==> config.mk <==
export PLATFORM = sky130hd
export DESIGN_NAME = icp_ports
export DESIGN_NICKNAME = d
export VERILOG_FILES = /design/src/hw/icp_pkg.sv /design/src/hw/icp_ports.sv
export SDC_FILE = /design/constraint.sdc
export NUM_CORES = 1
export LEC_CHECK = 0
export ABC_AREA = 1
export BUFFER_PORTS_ARGS = -buffer_cell sky130_fd_sc_hd__buf_4
export CAP_MARGIN = 20
export CORE_MARGIN = 3
export CORE_UTILIZATION = 35
export CTS_BUF_LIST = sky130_fd_sc_hd__clkbuf_8
export DETAILED_ROUTE_END_ITERATION = 16
export GPL_ROUTABILITY_DRIVEN = 0
export PLACE_DENSITY = 0.64
export SLEW_MARGIN = 20
export SYNTH_ARGS = -nofsm -noshare
export SYNTH_HDL_FRONTEND = slang
export SYNTH_SLANG_ARGS = --single-unit
==> constraint.sdc <==
create_clock -name pclk -period 2.59 [get_ports pclk]
set_clock_uncertainty 0.05 [all_clocks]
set_input_delay 0.518 -clock pclk [delete_from_list [all_inputs] [get_ports pclk]]
set_output_delay 0.518 -clock pclk [all_outputs]
set_load 0.005 [all_outputs]
==> src/hw/icp_pkg.sv <==
/*
  Constants and carrier types for the input port and chip-select port.
  Assumes a 32-bit APB master; each register is one aligned word whose
  byte address is four times its printed index.
*/
package icp_pkg;

  localparam int ADDR_W = 22;
  localparam int LVL_W  = 8;
  localparam int CSP_W  = 5;
  localparam int CS_N_W = 4;
  localparam int IRQ_W  = 4;

  localparam logic [19:0] DIR_IDX = 20'hee007;
  localparam logic [19:0] LVL_IDX = 20'hfffd6;
  localparam logic [19:0] DAT_IDX = 20'hfffd7;

  localparam logic [ADDR_W-1:0] DIR_ADDR = {DIR_IDX, 2'b00};
  localparam logic [ADDR_W-1:0] LVL_ADDR = {LVL_IDX, 2'b00};
  localparam logic [ADDR_W-1:0] DAT_ADDR = {DAT_IDX, 2'b00};

  localparam logic [7:0] DIR_RST    = 8'hf0;
  localparam logic [7:0] DAT_RST    = 8'he0;
  localparam logic [7:0] RSVD_ONES  = 8'he0;
  localparam logic [7:0] DIR_RDBACK = 8'hff;

  localparam int PIN_REFRESH_STROBE_OUT = 0;
  localparam int PIN_CS3  = 1;
  localparam int PIN_CS2  = 2;
  localparam int PIN_CS1  = 3;
  localparam int PIN_CS0  = 4;
  localparam int PIN_TRIG = 3;
  localparam int DRAS_HI  = 2;

  typedef enum logic [1:0] {
    ICP_IDLE   = 2'b01,
    ICP_ANSWER = 2'b10
  } icp_state_t;

  typedef struct packed {
    logic [CSP_W-1:0] out;
    logic [CSP_W-1:0] oe_n;
  } icp_pins_t;

  typedef struct packed {
    logic [CS_N_W-1:0] cs_n;
    logic [1:0]        row_strobe_n;
    logic              refresh_strobe_out;
    logic              refresh_strobe_enable;
    logic [2:0]        dram_area_select;
  } icp_ctl_t;

endpackage

==> src/hw/icp_ports.sv <==
/*
  APB register slave and pin logic for an 8-bit input-only port and a
  5-bit bidirectional port shared with chip selects, DRAM strobes,
  external interrupt inputs and a converter trigger.
  Assumes pin inputs are asynchronous, bus controller signals share pclk,
  and pad logic resolves each pin from out and active-low oe_n.
*/
// Local design decision: the APB slave port.
`timescale 1ns/1ns

// Overview of operation
// - Input port is eight input-only pins, same in every mode.
// - Input port reads return synchronised pin levels; writes do nothing.
// - Direction register is write-only; reads return all ones.
// - Direction bits 7 to 5 are fixed at one.
// - Direction bits 4 to 1 set make pins 4 to 1 chip selects 0 to 3.
// - Direction bit cleared makes its pin an input.
// - After reset pin 4 drives chip select 0; pins 3 to 1 are inputs.
// - Refresh enable set makes pin 0 output the refresh strobe.
// - Refresh enable clear leaves pin 0 to its direction bit.
// - Reset and hardware standby load direction with f0; else kept.
// - In software standby output pins keep driving their level.
// - Data register drives pins set as general-purpose outputs.
// - Data bit with direction one reads the stored bit.
// - Data bit with direction zero reads the pin level.
// - Data bits 7 to 5 are fixed and read as one.
// - Reset and hardware standby load data with e0; else kept.
// - Interrupt requests follow enable bits whatever the pin direction.
// - With DRAM in areas 2 to 5, chip selects 3 and 2 carry RAS.
module icp_ports #(
  parameter int ADDR_W = icp_pkg::ADDR_W
) (
  input  wire logic                      pclk,
  input  wire logic                      presetn,
  input  wire logic                      psel,
  input  wire logic                      penable,
  input  wire logic                      pwrite,
  input  wire logic [ADDR_W-1:0]         paddr,
  input  wire logic [31:0]               pwdata,
  input  wire logic [3:0]                pstrb,
  output logic      [31:0]               prdata,
  output logic                           pready,
  output logic                           pslverr,
  input  wire logic [icp_pkg::LVL_W-1:0] level_pins_in,
  input  wire logic [icp_pkg::CSP_W-1:0] cs_port_in,
  output icp_pkg::icp_pins_t             cs_port_drive,
  input  wire icp_pkg::icp_ctl_t         bus_ctl,
  input  wire logic [icp_pkg::IRQ_W-1:0] interrupt_enable_bits,
  input  wire logic                      hw_standby_in,
  output logic      [icp_pkg::IRQ_W-1:0] irq_request,
  output logic                           converter_trigger_in
);

  if (ADDR_W < icp_pkg::ADDR_W) begin : g_bad_width
    $error("Address width too small for the register map.");
  end

  localparam int CW = icp_pkg::CSP_W;

  logic [icp_pkg::LVL_W-1:0] lvl_s1;
  logic [icp_pkg::LVL_W-1:0] lvl_s2;
  logic [CW-1:0]             csp_s1;
  logic [CW-1:0]             csp_s2;
  logic                      hws_s1;
  logic                      hws_s2;
  logic [CW-1:0]             dir;
  logic [CW-1:0]             dat;
  icp_pkg::icp_state_t       state;
  logic [31:0]               next_prdata;
  logic                      next_pslverr;
  icp_pkg::icp_pins_t        next_drive;
  logic                      setup;
  logic                      wr_en;
  logic [CW-1:0]             dat_view;
  logic                      dram_any;

  // Pin inputs pass two flip-flops before any logic looks at them.
  always_ff @(posedge pclk or negedge presetn) begin
    if (!presetn) begin
      lvl_s1 <= '0;
      lvl_s2 <= '0;
      // Port pins idle high, so no false trigger or request follows reset.
      csp_s1 <= '1;
      csp_s2 <= '1;
      hws_s1 <= 1'b0;
      hws_s2 <= 1'b0;
    end else begin
      lvl_s1 <= level_pins_in;
      lvl_s2 <= lvl_s1;
      csp_s1 <= cs_port_in;
      csp_s2 <= csp_s1;
      hws_s1 <= hw_standby_in;
      hws_s2 <= hws_s1;
    end
  end

  assign setup = psel && !penable && state == icp_pkg::ICP_IDLE;
  assign wr_en = psel && penable && pready && pwrite && pstrb[0];

  // Direction register; only bits 4 to 0 are stored.
  always_ff @(posedge pclk or negedge presetn) begin
    if (!presetn) begin
      dir <= icp_pkg::DIR_RST[CW-1:0];
    end else if (hws_s2) begin
      dir <= icp_pkg::DIR_RST[CW-1:0];
    end else if (wr_en && paddr == icp_pkg::DIR_ADDR) begin
      dir <= pwdata[CW-1:0];
    end
  end

  // Data register; software standby simply leaves it alone.
  always_ff @(posedge pclk or negedge presetn) begin
    if (!presetn) begin
      dat <= icp_pkg::DAT_RST[CW-1:0];
    end else if (hws_s2) begin
      dat <= icp_pkg::DAT_RST[CW-1:0];
    end else if (wr_en && paddr == icp_pkg::DAT_ADDR) begin
      dat <= pwdata[CW-1:0];
    end
  end

  assign dat_view = (dat & dir) | (csp_s2 & ~dir);

  always_comb begin
    next_prdata  = '0;
    next_pslverr = 1'b0;
    case (paddr)
      icp_pkg::LVL_ADDR: begin
        next_prdata[7:0] = lvl_s2;
      end
      icp_pkg::DIR_ADDR: begin
        next_prdata[7:0] = icp_pkg::DIR_RDBACK;
      end
      icp_pkg::DAT_ADDR: begin
        next_prdata[7:0] = icp_pkg::RSVD_ONES | {3'b000, dat_view};
      end
      default: begin
        next_pslverr = 1'b1;
      end
    endcase
  end

  // Every transfer is answered in the first access cycle.
  always_ff @(posedge pclk or negedge presetn) begin
    if (!presetn) begin
      state   <= icp_pkg::ICP_IDLE;
      pready  <= 1'b0;
      pslverr <= 1'b0;
      prdata  <= '0;
    end else begin
      case (state)
        icp_pkg::ICP_IDLE: begin
          if (setup) begin
            state   <= icp_pkg::ICP_ANSWER;
            pready  <= 1'b1;
            pslverr <= next_pslverr;
            prdata  <= pwrite ? 32'h0000_0000 : next_prdata;
          end
        end
        icp_pkg::ICP_ANSWER: begin
          state   <= icp_pkg::ICP_IDLE;
          pready  <= 1'b0;
          pslverr <= 1'b0;
        end
        default: begin
          state  <= icp_pkg::ICP_IDLE;
          pready <= 1'b0;
        end
      endcase
    end
  end

  assign dram_any = |bus_ctl.dram_area_select;

  // Pin function selection for the bidirectional port.
  always_comb begin
    next_drive.out  = '0;
    next_drive.oe_n = '1;
    if (dir[icp_pkg::PIN_CS0]) begin
      next_drive.out[icp_pkg::PIN_CS0]  = bus_ctl.cs_n[0];
      next_drive.oe_n[icp_pkg::PIN_CS0] = 1'b0;
    end
    if (dir[icp_pkg::PIN_CS1]) begin
      next_drive.out[icp_pkg::PIN_CS1]  = bus_ctl.cs_n[1];
      next_drive.oe_n[icp_pkg::PIN_CS1] = 1'b0;
    end
    if (bus_ctl.dram_area_select[icp_pkg::DRAS_HI]) begin
      next_drive.out[icp_pkg::PIN_CS2]  = bus_ctl.row_strobe_n[0];
      next_drive.oe_n[icp_pkg::PIN_CS2] = 1'b0;
    end else if (dir[icp_pkg::PIN_CS2]) begin
      next_drive.out[icp_pkg::PIN_CS2]  = bus_ctl.cs_n[2];
      next_drive.oe_n[icp_pkg::PIN_CS2] = 1'b0;
    end
    if (dir[icp_pkg::PIN_CS3]) begin
      next_drive.out[icp_pkg::PIN_CS3]  = bus_ctl.cs_n[3];
      next_drive.oe_n[icp_pkg::PIN_CS3] = 1'b0;
      if (dram_any) begin
        next_drive.out[icp_pkg::PIN_CS3] = bus_ctl.row_strobe_n[1];
      end
    end
    if (bus_ctl.refresh_strobe_enable) begin
      next_drive.out[icp_pkg::PIN_REFRESH_STROBE_OUT]  = bus_ctl.refresh_strobe_out;
      next_drive.oe_n[icp_pkg::PIN_REFRESH_STROBE_OUT] = 1'b0;
    end else if (dir[icp_pkg::PIN_REFRESH_STROBE_OUT]) begin
      next_drive.out[icp_pkg::PIN_REFRESH_STROBE_OUT]  = dat[icp_pkg::PIN_REFRESH_STROBE_OUT];
      next_drive.oe_n[icp_pkg::PIN_REFRESH_STROBE_OUT] = 1'b0;
    end
  end

  // Pins held by the stored settings keep driving in software standby.
  always_ff @(posedge pclk or negedge presetn) begin
    if (!presetn) begin
      cs_port_drive.out  <= '0;
      cs_port_drive.oe_n <= '1;
    end else begin
      cs_port_drive <= next_drive;
    end
  end

  // Interrupt and trigger inputs look at the pad whatever the direction.
  always_ff @(posedge pclk or negedge presetn) begin
    if (!presetn) begin
      irq_request          <= '0;
      converter_trigger_in <= 1'b1;
    end else begin
      irq_request          <= interrupt_enable_bits
                              & ~csp_s2[icp_pkg::IRQ_W-1:0];
      converter_trigger_in <= csp_s2[icp_pkg::PIN_TRIG];
    end
  end
endmodule

# [Yosys cells after proc, flatten, opt, wreduce, memory -nomap -nowiden]
# Cells that the tools add are included.
[classes] eq_ne=6 n_mux=28 bitwise=6 n_reduce_logical=16
[op_table] operator="equality test 22 bit (second input constant)" count=3
[op_table] operator="one-hot mux 8 bit (3 select lines)" count=1
[op_table] operator="two-way mux 5 bit" count=4
[op_table] operator="two-way mux 1 bit" count=19
[op_table] operator="AND 5 bit" count=2
[op_table] operator="logical AND 1 bit" count=8
[op_table] operator="two-way mux 8 bit" count=1
[op_table] operator="nonzero test 2 bit" count=3
[op_table] operator="OR reduction 3 bit" count=2
[op_table] operator="inverter 5 bit" count=1
[op_table] operator="OR 5 bit" count=1
[op_table] operator="AND 4 bit" count=1
[op_table] operator="two-way mux 2 bit" count=2
[op_table] operator="inverter 4 bit" count=1
[op_table] operator="AND reduction 2 bit" count=2
[op_table] operator="equality test 2 x 1 -> 1 bit (second input constant)" count=1
[op_table] operator="equality test 2 bit (second input constant)" count=1
[op_table] operator="inequality test 2 bit (second input constant)" count=1
[op_table] operator="one-hot mux 1 bit (2 select lines)" count=1
[op_table] operator="zero test 1 bit" count=1
[totals] regBits=89 inputBits=92 output_inout_bits=49 word_cells=72

# [Depth between registers and ports, before layout]
# Gate-level depths: netlist (run 1).
[logic_depth] ltp_word=7 mapped_depth=9 ltp_nobuf=9

# [Worst setup path before layout (run 1)]
# No wires, ideal clock.
[synth_timing] kind="input to register" from="input paddr[5]" to="register prdata[0]" t_arrival_ns=1.327 path_slack_ns=1.148 cell_stages=9 path_cell_list="inv_1 -> nand2_1 -> inv_1 -> nand2_1 -> nor2_2 -> nand2_1 -> nand3_4 -> nand3_1 -> nand2_1"
[synth_via] elab_chain_cells=3 elab_cells_between_ends=5
[synth_lines] element="start: declaration" line="icp_ports.sv:38" text="input wire logic [ADDR_W-1:0] paddr,"
[synth_lines] element="equality test 22 bit" line="icp_ports.sv:127" text="case (paddr)"
[synth_lines] element="one-hot mux 8 bit (3 select lines) (*)" line="icp_ports.sv:127"
[synth_lines] element="two-way mux 8 bit (*)" line="icp_ports.sv:157" text="prdata <= pwrite ? 32'h0000_0000 : next_prdata;"
[synth_lines] element="end signal: assignment" line="icp_ports.sv:157"
[synth_lines] element="end: declaration" line="icp_ports.sv:41" text="output logic [31:0] prdata,"
# Every way passes the cells marked *; elsewhere a longest branch is shown, timed or not.
# A chain may end at the register's enable or synchronous reset.

# [Worst setup path in the final report (run 1)]
[layout_timing] from="register state[0]" to="register prdata[2]"
[layout_via] elab_chain_cells=3
[layout_lines] element="start: declaration" line="icp_ports.sv:68" text="icp_pkg::icp_state_t state;"
[layout_lines] element="start signal: assignment" line="icp_ports.sv:146" text="state <= icp_pkg::ICP_IDLE;"
[layout_lines] element="start signal: assignment" line="icp_ports.sv:154" text="state <= icp_pkg::ICP_ANSWER;"
[layout_lines] element="start signal: assignment" line="icp_ports.sv:161" text="state <= icp_pkg::ICP_IDLE;"
[layout_lines] element="equality test 2 x 1 -> 1 bit (*)" line="icp_ports.sv:97, icp_ports.sv:151"
[layout_lines] element="logical AND 1 bit" line="icp_ports.sv:97" text="assign setup = psel && !penable && state == icp_pkg::ICP_IDLE;"
[layout_lines] element="AND reduction 2 bit (no line) (*)"
# Marks and branches as above.

==> impl_metrics.py, run 1 <==
metrics = {
    "logic_synthesis": {
        "yosysSeqAreaShare": 0.603,
        "ys_ff_latch": 64,
        "ys_types": 24,
        "synth_top_family_by_area": "simple AND/OR/NAND/NOR gates",
        "syn_inst": 277,
        "yosysTopAreaCellShare": 0.427,
        "yosysWarnings": 0,
        "synth_area_per_cell_sq_um": 9.73,
        "synth_top_area_cell": "dfrtp_1",
        "syn_area_sq_um": 2690,
        "synth_adder_area_share": 0,
        "synthMuxAreaShare": 0.00372,
        "synth_compound_area_frac": 0.0186,
        "synthXorXnorAreaFrac": 0,
        "synth.area.top_cells": "dfrtp_1 (43%), dfstp_2 (18%), nand2_1 (9.1%)",
        "synthSimpleGateAreaFrac": 0.259,
    },
    "cells_and_area": {
        "fin_util": 0.480,
        "drive_above_1_share": 0.351,
        "final_common_cell": "buf_4",
        "diodes": 0,
        "fillers": 718,
        "final_cells": 475,
        "nNetsFinal": 463,
        "mostFrequentLayoutCells": "buf_4 (87), nand2_1 (65), dfrtp_1 (46)",
        "synthToLayoutAreaGrowth_pct": 31.4,
    },
    "power_and_ir_drop": {
        "power_frac_seq": 0.520,
        "p_leak_nw": 1.86,
        "p_int_mw": 1.57,
        "power.share.combinational": 0.082,
        "ir_drop_v": 0.000333,
        "p_clk_frac": 0.398,
        "swShare": 0.228,
        "power_density_nw_per_um2": 573,
        "p_sw_mw": 0.461,
    },
    "clock_tree": {
        "cts_tree": "yes",
        "clock_latency_ns": 0.33,
        "htreeDepth": 3,
        "clock_sinks": 64,
        "ctsResizeCount": 0,
        "cts.hold.buffers_added": 0,
        "cts_made_buffers": 9,
        "root_buffer": "clkbuf_8",
        "cts.reportedPaths.clkPinSlew_ns": 0.07,
        "post_cts_buffers": 0,
        "clockBufferDepth": 2,
    },
    "die": {
        "num_rows": 31,
        "num_io_pins": 141,
        "core_sq_um": 7370,
        "start_util": 0.366,
        "dieArea_sq_um": 8790,
        "die-height_um": 93.7,
        "die_w_um": 93.7,
    },
    "sta": {
        "min_period_ns": 1.53,
        "rsz0062_at_grt": "no",
        "fmax_mhz": 654,
        "finalWorstSetupSlack_ns": 1.06,
        "drv_slew": 0,
        "finalSetupViolCount": 0,
        "min_period_over_period": 0.590,
        "finalHoldViolCount": 0,
        "tns_ns": 0,
        "worst_slew_margin_rel": 0.492,
        "worst_pin_slew_ns": 0.763,
    },
    "setup_path": {
        "path_class": "flip-flop to flip-flop",
        "end_kind": "flip-flop",
        "path_max_fanout": 12,
        "critPathTopFamily": "simple AND/OR/NAND/NOR gates",
        "cpMostUsedCell": "nand3_1",
        "cp_slowest_cell": "dfstp_2",
        "worst_setup_path_start_kind": "flip-flop",
        "cp.buffers_inverters": 1,
        "cp.required_ns": 2.81,
        "slowest_delay_ns": 0.53,
        "crit_path_cell_trace": "nand3_1 -> buf_4 -> nor2_1 -> nand3_1 -> nand2_1",
        "cp.arrival_ns": 1.75,
    },
    "grt": {
        "antenna_found_initial": 0,
        "grtUsageTotal": 0.127,
        "grt_pass1_vias": 1930,
        "grt.overflow.total": 0,
        "grt_max_degree": 65,
        "grt_first_pass_wirelength_um": 8650,
    },
    "place": {
        "dp_cells": 459,
        "hpwl_um": 4030,
        "pre_cts_ws_ns": 0.780,
        "numPortBuffers": 86,
    },
    "route": {
        "wl_um": 5310,
        "viasPerCell": 4.31,
        "drc": 0,
        "vias": 2049,
        "initialDrtViolationCount": 72,
        "dr.pass1.iters": 4,
        "wire_per_inst_um": 11.2,
        "antenna_left": 0,
    },
    "run": {
        "cap_violations": 0,
    },
    "outcome": {
        "status": "completed",
    },
    "hold_path": {
        "hp-class": "primary input to async pin",
    },
}
[cells in the mapped netlist]
master and count:
nand2_1 65, dfrtp_1 46, nand3_1 35, inv_1 26
buf_4 24, nor2_1 24, dfstp_2 18, o21ai_0 9
nand3_2 4, nand3b_1 4, nand4_1 3, nor3_1 3
buf_6 2, nor2_2 2, nor2_4 2, nor3_2 2
a21oi_1 1, buf_1 1, clkinv_1 1, conb_1 1
mux2i_1 1, nand2_2 1, nand3_4 1, nor4_1 1
[flip-flops by register name, summed over array words and instances (netlist names)]
register / cells
csp_s2: 5
converter_trigger_in: 1
state: 1
irq_request: 4
cs_port_drive: 10
hws_s2: 1
dat: 5
dir: 5
hws_s1: 1
lvl_s1: 8
pready: 1
prdata: 8
csp_s1: 5
pslverr: 1
lvl_s2: 8
[per-stage QoR]
step	total power, mW	hold slack [ns]	cell area [sq um]
global route	2.12	0.218	3540
finish	2.03	0.206	3540
global placement	1.24	0.286	3350
floorplan	1.14	0.172	2780
CTS	2.05	0.222	3540
detailed placement	1.24	0.286	3350
[kinds of logic (layout without fill, tap and decap cells)]
| family | after synthesis | after routing |
|---|---|---|
| multiplexers | 1 | 1 |
| AO/OA/AOI/OAI | 10 | 10 |
| AND/OR/NAND/NOR | 147 | 147 |
| buffers and inverters | 54 | 130 |
| flip-flops | 64 | 64 |
| other | 1 | 24 |
[power groups by stage]
| stage | Combinational (mW) | Clock [mW] | Sequential, mW |
|---|---|---|---|
| 4_1_cts | 0.169 | 0.829 | 1.05 |
| 5_1_grt | 0.190 | 0.870 | 1.06 |
| 3_3_place_gp | 0.166 | 0 | 1.07 |
| 6_report | 0.166 | 0.807 | 1.05 |
| 3_5_place_dp | 0.168 | 0 | 1.07 |
| 2_1_floorplan | 0.0737 | 0 | 1.07 |
[final timing paths]
kind                                  start          endpoint  slack [ns]  cells after the start
max                                state[0]         prdata[2]        1.06                      5
min                                 presetn  cs_port_drive[7]        0.21                      1
max reg2reg                        state[0]         prdata[2]        1.06                      5
min reg2reg                       lvl_s1[7]         lvl_s2[7]        0.30                      0
max in group asynchronous           presetn  cs_port_drive[8]        1.77                      1
min in group pclk          level_pins_in[7]         lvl_s1[7]        0.24                      1
[cell type report]
class / count / area [sq um] / area share
sequential: 64 / 1620 / 0.459
multi-input combinational: 182 / 848 / 0.240
timing repair buffer: 87 / 653 / 0.185
clock buffer: 9 / 124 / 0.0350
tap: 99 / 124 / 0.0350
inverter: 27 / 101 / 0.0286
clock inverter: 7 / 65.1 / 0.0184
[per-layer routing]
| layer | up-vias | wire, um | global-route usage | part of all wire |
|---|---|---|---|---|
| met3 | 7 | 442 | 0.0353 | 0.083 |
| li1 | 1016 | - | - | - |
| met5 | - | 0 | 0 | 0 |
| met4 | 0 | 93 | 0.0662 | 0.018 |
| met1 | 941 | 2270 | 0.158 | 0.43 |
| met2 | 85 | 2510 | 0.200 | 0.47 |
Power figures use the tool's default switching activity.
==> run 2: changes to the inputs <==
- PLACE_DENSITY: 0.64 -> 0.66
- clock period: 2.59 -> 1.3 ns (I/O delays scaled with it)
==> impl_metrics.py, run 2 (synthesis results as in run 1) <==
metrics = {
    "die": {
        "num_rows": 31,
        "dieArea_sq_um": 8790,
        "start_util": 0.366,
        "core_sq_um": 7370,
        "num_io_pins": 141,
        "die-height_um": 93.7,
        "die_w_um": 93.7,
    },
    "power_and_ir_drop": {
        "p_sw_mw": 0.928,
        "p_leak_nw": 1.99,
        "power.share.combinational": 0.099,
        "p_int_mw": 3.09,
        "swShare": 0.231,
        "power_frac_seq": 0.522,
        "power_density_nw_per_um2": 1050,
        "power_mw": 4.02,
        "p_clk_frac": 0.378,
        "ir_drop_v": 0.000752,
    },
    "sta": {
        "min_period_over_period": 0.988,
        "finalHoldViolCount": 0,
        "finalSetupViolCount": 0,
        "rsz0062_at_grt": "yes",
        "drv_slew": 0,
        "fmax_mhz": 779,
        "min_period_ns": 1.28,
        "tns_ns": 0,
        "finalWorstSetupSlack_ns": 0.0162,
    },
    "grt": {
        "grt_max_degree": 24,
        "antenna_found_initial": 0,
        "grt_first_pass_wirelength_um": 9050,
        "grtUsageTotal": 0.134,
        "grt.overflow.total": 0,
        "grt_pass1_vias": 2096,
    },
    "route": {
        "viasPerCell": 4.26,
        "wl_um": 5580,
        "wire_per_inst_um": 11.2,
        "antenna_left": 0,
        "vias": 2131,
        "drc": 0,
        "initialDrtViolationCount": 129,
        "dr.pass1.iters": 4,
    },
    "clock_tree": {
        "cts.reportedPaths.clkPinSlew_ns": 0.07,
        "clock_latency_ns": 0.33,
        "clock_sinks": 64,
        "clockBufferDepth": 2,
        "root_buffer": "clkbuf_8",
        "cts_tree": "yes",
        "cts_made_buffers": 9,
        "post_cts_buffers": 0,
        "htreeDepth": 3,
    },
    "hold_path": {
        "hp-class": "primary input to flip-flop",
    },
    "setup_path": {
        "cp.arrival_ns": 0.97,
        "end_kind": "output pin",
        "worst_setup_path_start_kind": "flip-flop",
        "cp.required_ns": 0.99,
        "path_class": "flip-flop to output pin",
        "path_max_fanout": 3,
    },
    "cells_and_area": {
        "design_area_sq_um": 3840,
        "fin_util": 0.521,
        "largest_register_ffs": 10,
        "largest_register": "cs_port_drive",
        "synthToLayoutAreaGrowth_pct": 42.4,
        "nNetsFinal": 488,
        "mostFrequentLayoutCells": "buf_4 (90), nand2_1 (65), dfrtp_1 (46)",
        "diodes": 0,
        "final_common_cell": "buf_4",
        "drive_above_1_share": 0.359,
    },
    "run": {
        "cap_violations": 0,
    },
    "place": {
        "numPortBuffers": 86,
        "place_area_sq_um": 3450,
        "hpwl_um": 4270,
        "pre_cts_ws_ns": -0.161,
    },
    "outcome": {
        "status": "completed",
    },
}
run 2: final timing paths:
check                                 from          endpoint  slack [ns]  depth (start not counted)
worst max-delay path                pready            pready        0.02                          2
worst min register to register   lvl_s1[5]         lvl_s2[5]        0.30                          0
worst min-delay path            bus_ctl[7]  cs_port_drive[9]        0.06                          3
min in group asynchronous          presetn            dat[1]        0.32                          2
max in group asynchronous          presetn         csp_s1[2]        0.34                          3
worst max register to register      pready         prdata[2]        0.07                          7
run 2: critical path, stage by stage (launching register included):
cell	delay [ns]
dfrtp_1	0.38
buf_4	0.14
buf_4	0.13
run 2: per-layer routing:
metal	vias up	GRT usage	routed length, um
met5	-	0	0
met2	80	0.221	2650
met3	13	0.0425	445
li1	1070	-	-
met4	0	0.0746	157
met1	968	0.154	2330
run 2: final cells by class:
cell class | instances | area, sq um
fillers | 686 | 3530
flip-flops and latches | 64 | 1620
repair buffers | 112 | 928
multi-input cells | 182 | 873
clock buffers | 11 | 151
well taps | 99 | 124
inverters | 27 | 104
clock inverters | 5 | 31.3
run 2: power groups by stage:
stage	registers, mW	logic [mW]	clock network, mW
global route	2.11	0.448	1.67
global placement	2.13	0.355	0
floorplan	2.13	0.147	0
CTS	2.10	0.402	1.58
detailed placement	2.13	0.361	0
finish	2.10	0.399	1.52
run 2: repair_timing:
action	CTS	global route
hold buffers	17	0
cloned	0	0
gates resized for setup	0	10
hold endpoints to repair	32	0
setup endpoints to repair	1	16
pin swaps	0	2
run 2: per-stage QoR:
stage | hold slack (ns) | std cells
2_1_floorplan | -0.0856 | 300
3_3_place_gp | 0.137 | 467
3_5_place_dp | 0.139 | 467
4_1_cts | 0.0479 | 500
5_1_grt | 0.0510 | 500
6_report | 0.0602 | 500
==> run 3: changes to the inputs <==
- PLACE_DENSITY: 0.66 -> 0.76
==> impl_metrics.py, run 3 (synthesis results as in run 1) <==
metrics = {
    "grt": {
        "grt_max_degree": 25,
        "grt_pass1_vias": 2160,
        "grt.overflow.total": 0,
        "antenna_found_initial": 0,
        "grt_first_pass_wirelength_um": 9790,
        "grtUsageTotal": 0.145,
    },
    "clock_tree": {
        "clockBufferDepth": 2,
        "cts_tree": "yes",
        "cts_made_buffers": 9,
        "cts.reportedPaths.clkPinSlew_ns": 0.07,
        "clock_sinks": 64,
        "root_buffer": "clkbuf_8",
        "htreeDepth": 3,
        "clock_latency_ns": 0.33,
    },
    "sta": {
        "finalSetupViolCount": 0,
        "finalHoldViolCount": 0,
        "rsz0062_at_grt": "yes",
        "min_period_over_period": 0.980,
        "fmax_mhz": 785,
        "tns_ns": 0,
        "drv_slew": 0,
        "finalWorstSetupSlack_ns": 0.0264,
        "min_period_ns": 1.27,
    },
    "setup_path": {
        "path_max_fanout": 3,
        "reg2reg_setup_slack_ns": 0.08,
        "cp.required_ns": 0.99,
        "worst_setup_path_start_kind": "flip-flop",
        "cp.arrival_ns": 0.96,
        "path_class": "flip-flop to output pin",
        "r2r-end": "prdata[5]",
        "r2r_start": "pready",
        "end_kind": "output pin",
        "crit_path_start": "pready",
        "worstRegToRegCells": 7,
    },
    "power_and_ir_drop": {
        "p_leak_nw": 2.03,
        "ir_drop_v": 0.000609,
        "power_density_nw_per_um2": 1050,
        "power_mw": 4.17,
    },
    "route": {
        "drc": 0,
        "dr.pass1.iters": 4,
        "wire_per_inst_um": 12.0,
        "vias": 2171,
        "viasPerCell": 4.29,
        "antenna_left": 0,
        "initialDrtViolationCount": 108,
        "wl_um": 6080,
    },
    "die": {
        "die-height_um": 93.7,
        "die_w_um": 93.7,
        "core_sq_um": 7370,
        "start_util": 0.366,
        "num_io_pins": 141,
        "dieArea_sq_um": 8790,
        "num_rows": 31,
    },
    "hold_path": {
        "hold_start": "bus_ctl[7]",
        "hold_path_depth": 3,
        "hold_path_end": "cs_port_drive[9]",
        "hp-class": "primary input to flip-flop",
    },
    "cells_and_area": {
        "diodes": 0,
        "final_common_cell": "buf_4",
        "largest_register": "cs_port_drive",
        "mostFrequentLayoutCells": "buf_4 (90), nand2_1 (63), dfrtp_1 (46)",
        "design_area_sq_um": 3970,
        "synthToLayoutAreaGrowth_pct": 47.4,
        "fillers": 664,
        "final_cells": 506,
        "nNetsFinal": 494,
        "largest_register_ffs": 10,
        "drive_above_1_share": 0.391,
    },
    "place": {
        "dp_cells": 469,
        "place_area_sq_um": 3450,
        "hpwl_um": 4490,
        "pre_cts_ws_ns": -0.226,
        "numPortBuffers": 86,
    },
    "outcome": {
        "status": "completed",
    },
    "run": {
        "cap_violations": 0,
    },
}
## run 3: changes by cell type in the layout (fill, tap and decap cells not counted), sizes merged
cell / before / now
clkbuf: 11 / 10
nand3: 40 / 41
bufinv: 0 / 1
buf: 95 / 100
## run 3: how the worst max path moves through the flow
stage                                 to  slack (ns)  cells after the start
finish                            pready        0.03                      2
global route        converter_trigger_in       -0.02                      1
CTS                               dat[2]       0.001                      6
detailed placement             prdata[2]       -0.23                      8
global placement                  dat[0]       -0.15                      8
floorplan                      prdata[0]        0.06                      4
## run 3: stage by stage
stage	utilization	hold WS, ns
5_1_grt	0.539	0.0604
3_5_place_dp	0.468	0.136
6_report	0.539	0.0711
4_1_cts	0.521	0.0510
2_1_floorplan	-	-0.0856
3_3_place_gp	0.468	0.137
## run 3: repair_timing
item | 4_1_cts | 5_1_grt
endpoints found under the hold margin | 30 | 0
endpoints found under the setup margin | 8 | 21
hold buffers | 17 | 0
setup buffers | 0 | 3
pin swaps | 0 | 14
cloned | 0 | 1
resized for setup | 5 | 18
## run 3: layout make-up
class | instances | area [sq um] | share of cell area
Inverter | 27 | 103 | 0.0258
Sequential cell | 64 | 1620 | 0.409
Clock inverter | 6 | 60.1 | 0.0151
Timing Repair Buffer | 117 | 993 | 0.250
Clock buffer | 10 | 138 | 0.0347
Tap cell | 99 | 124 | 0.0312
Multi-Input combinational cell | 183 | 928 | 0.234
## run 3: worst max-delay path: stages, from the launching register on
cell,delay (ns)
dfrtp_1,0.39
buf_6,0.13
buf_6,0.11
## run 3: per-layer routing
layer	wire length (um)	global-route usage
met3	481	0.0433
met1	2420	0.167
met5	0	0
met4	120	0.0638
met2	3050	0.250
## run 3: power by group
| part | switching [mW] | leakage (nW) | internal, mW |
|---|---|---|---|
| registers | 0.0224 | 0.776 | 2.08 |
| clock network | 0.725 | 0.103 | 0.926 |
| logic | 0.185 | 1.15 | 0.230 |
| total | 0.932 | 2.03 | 3.23 |
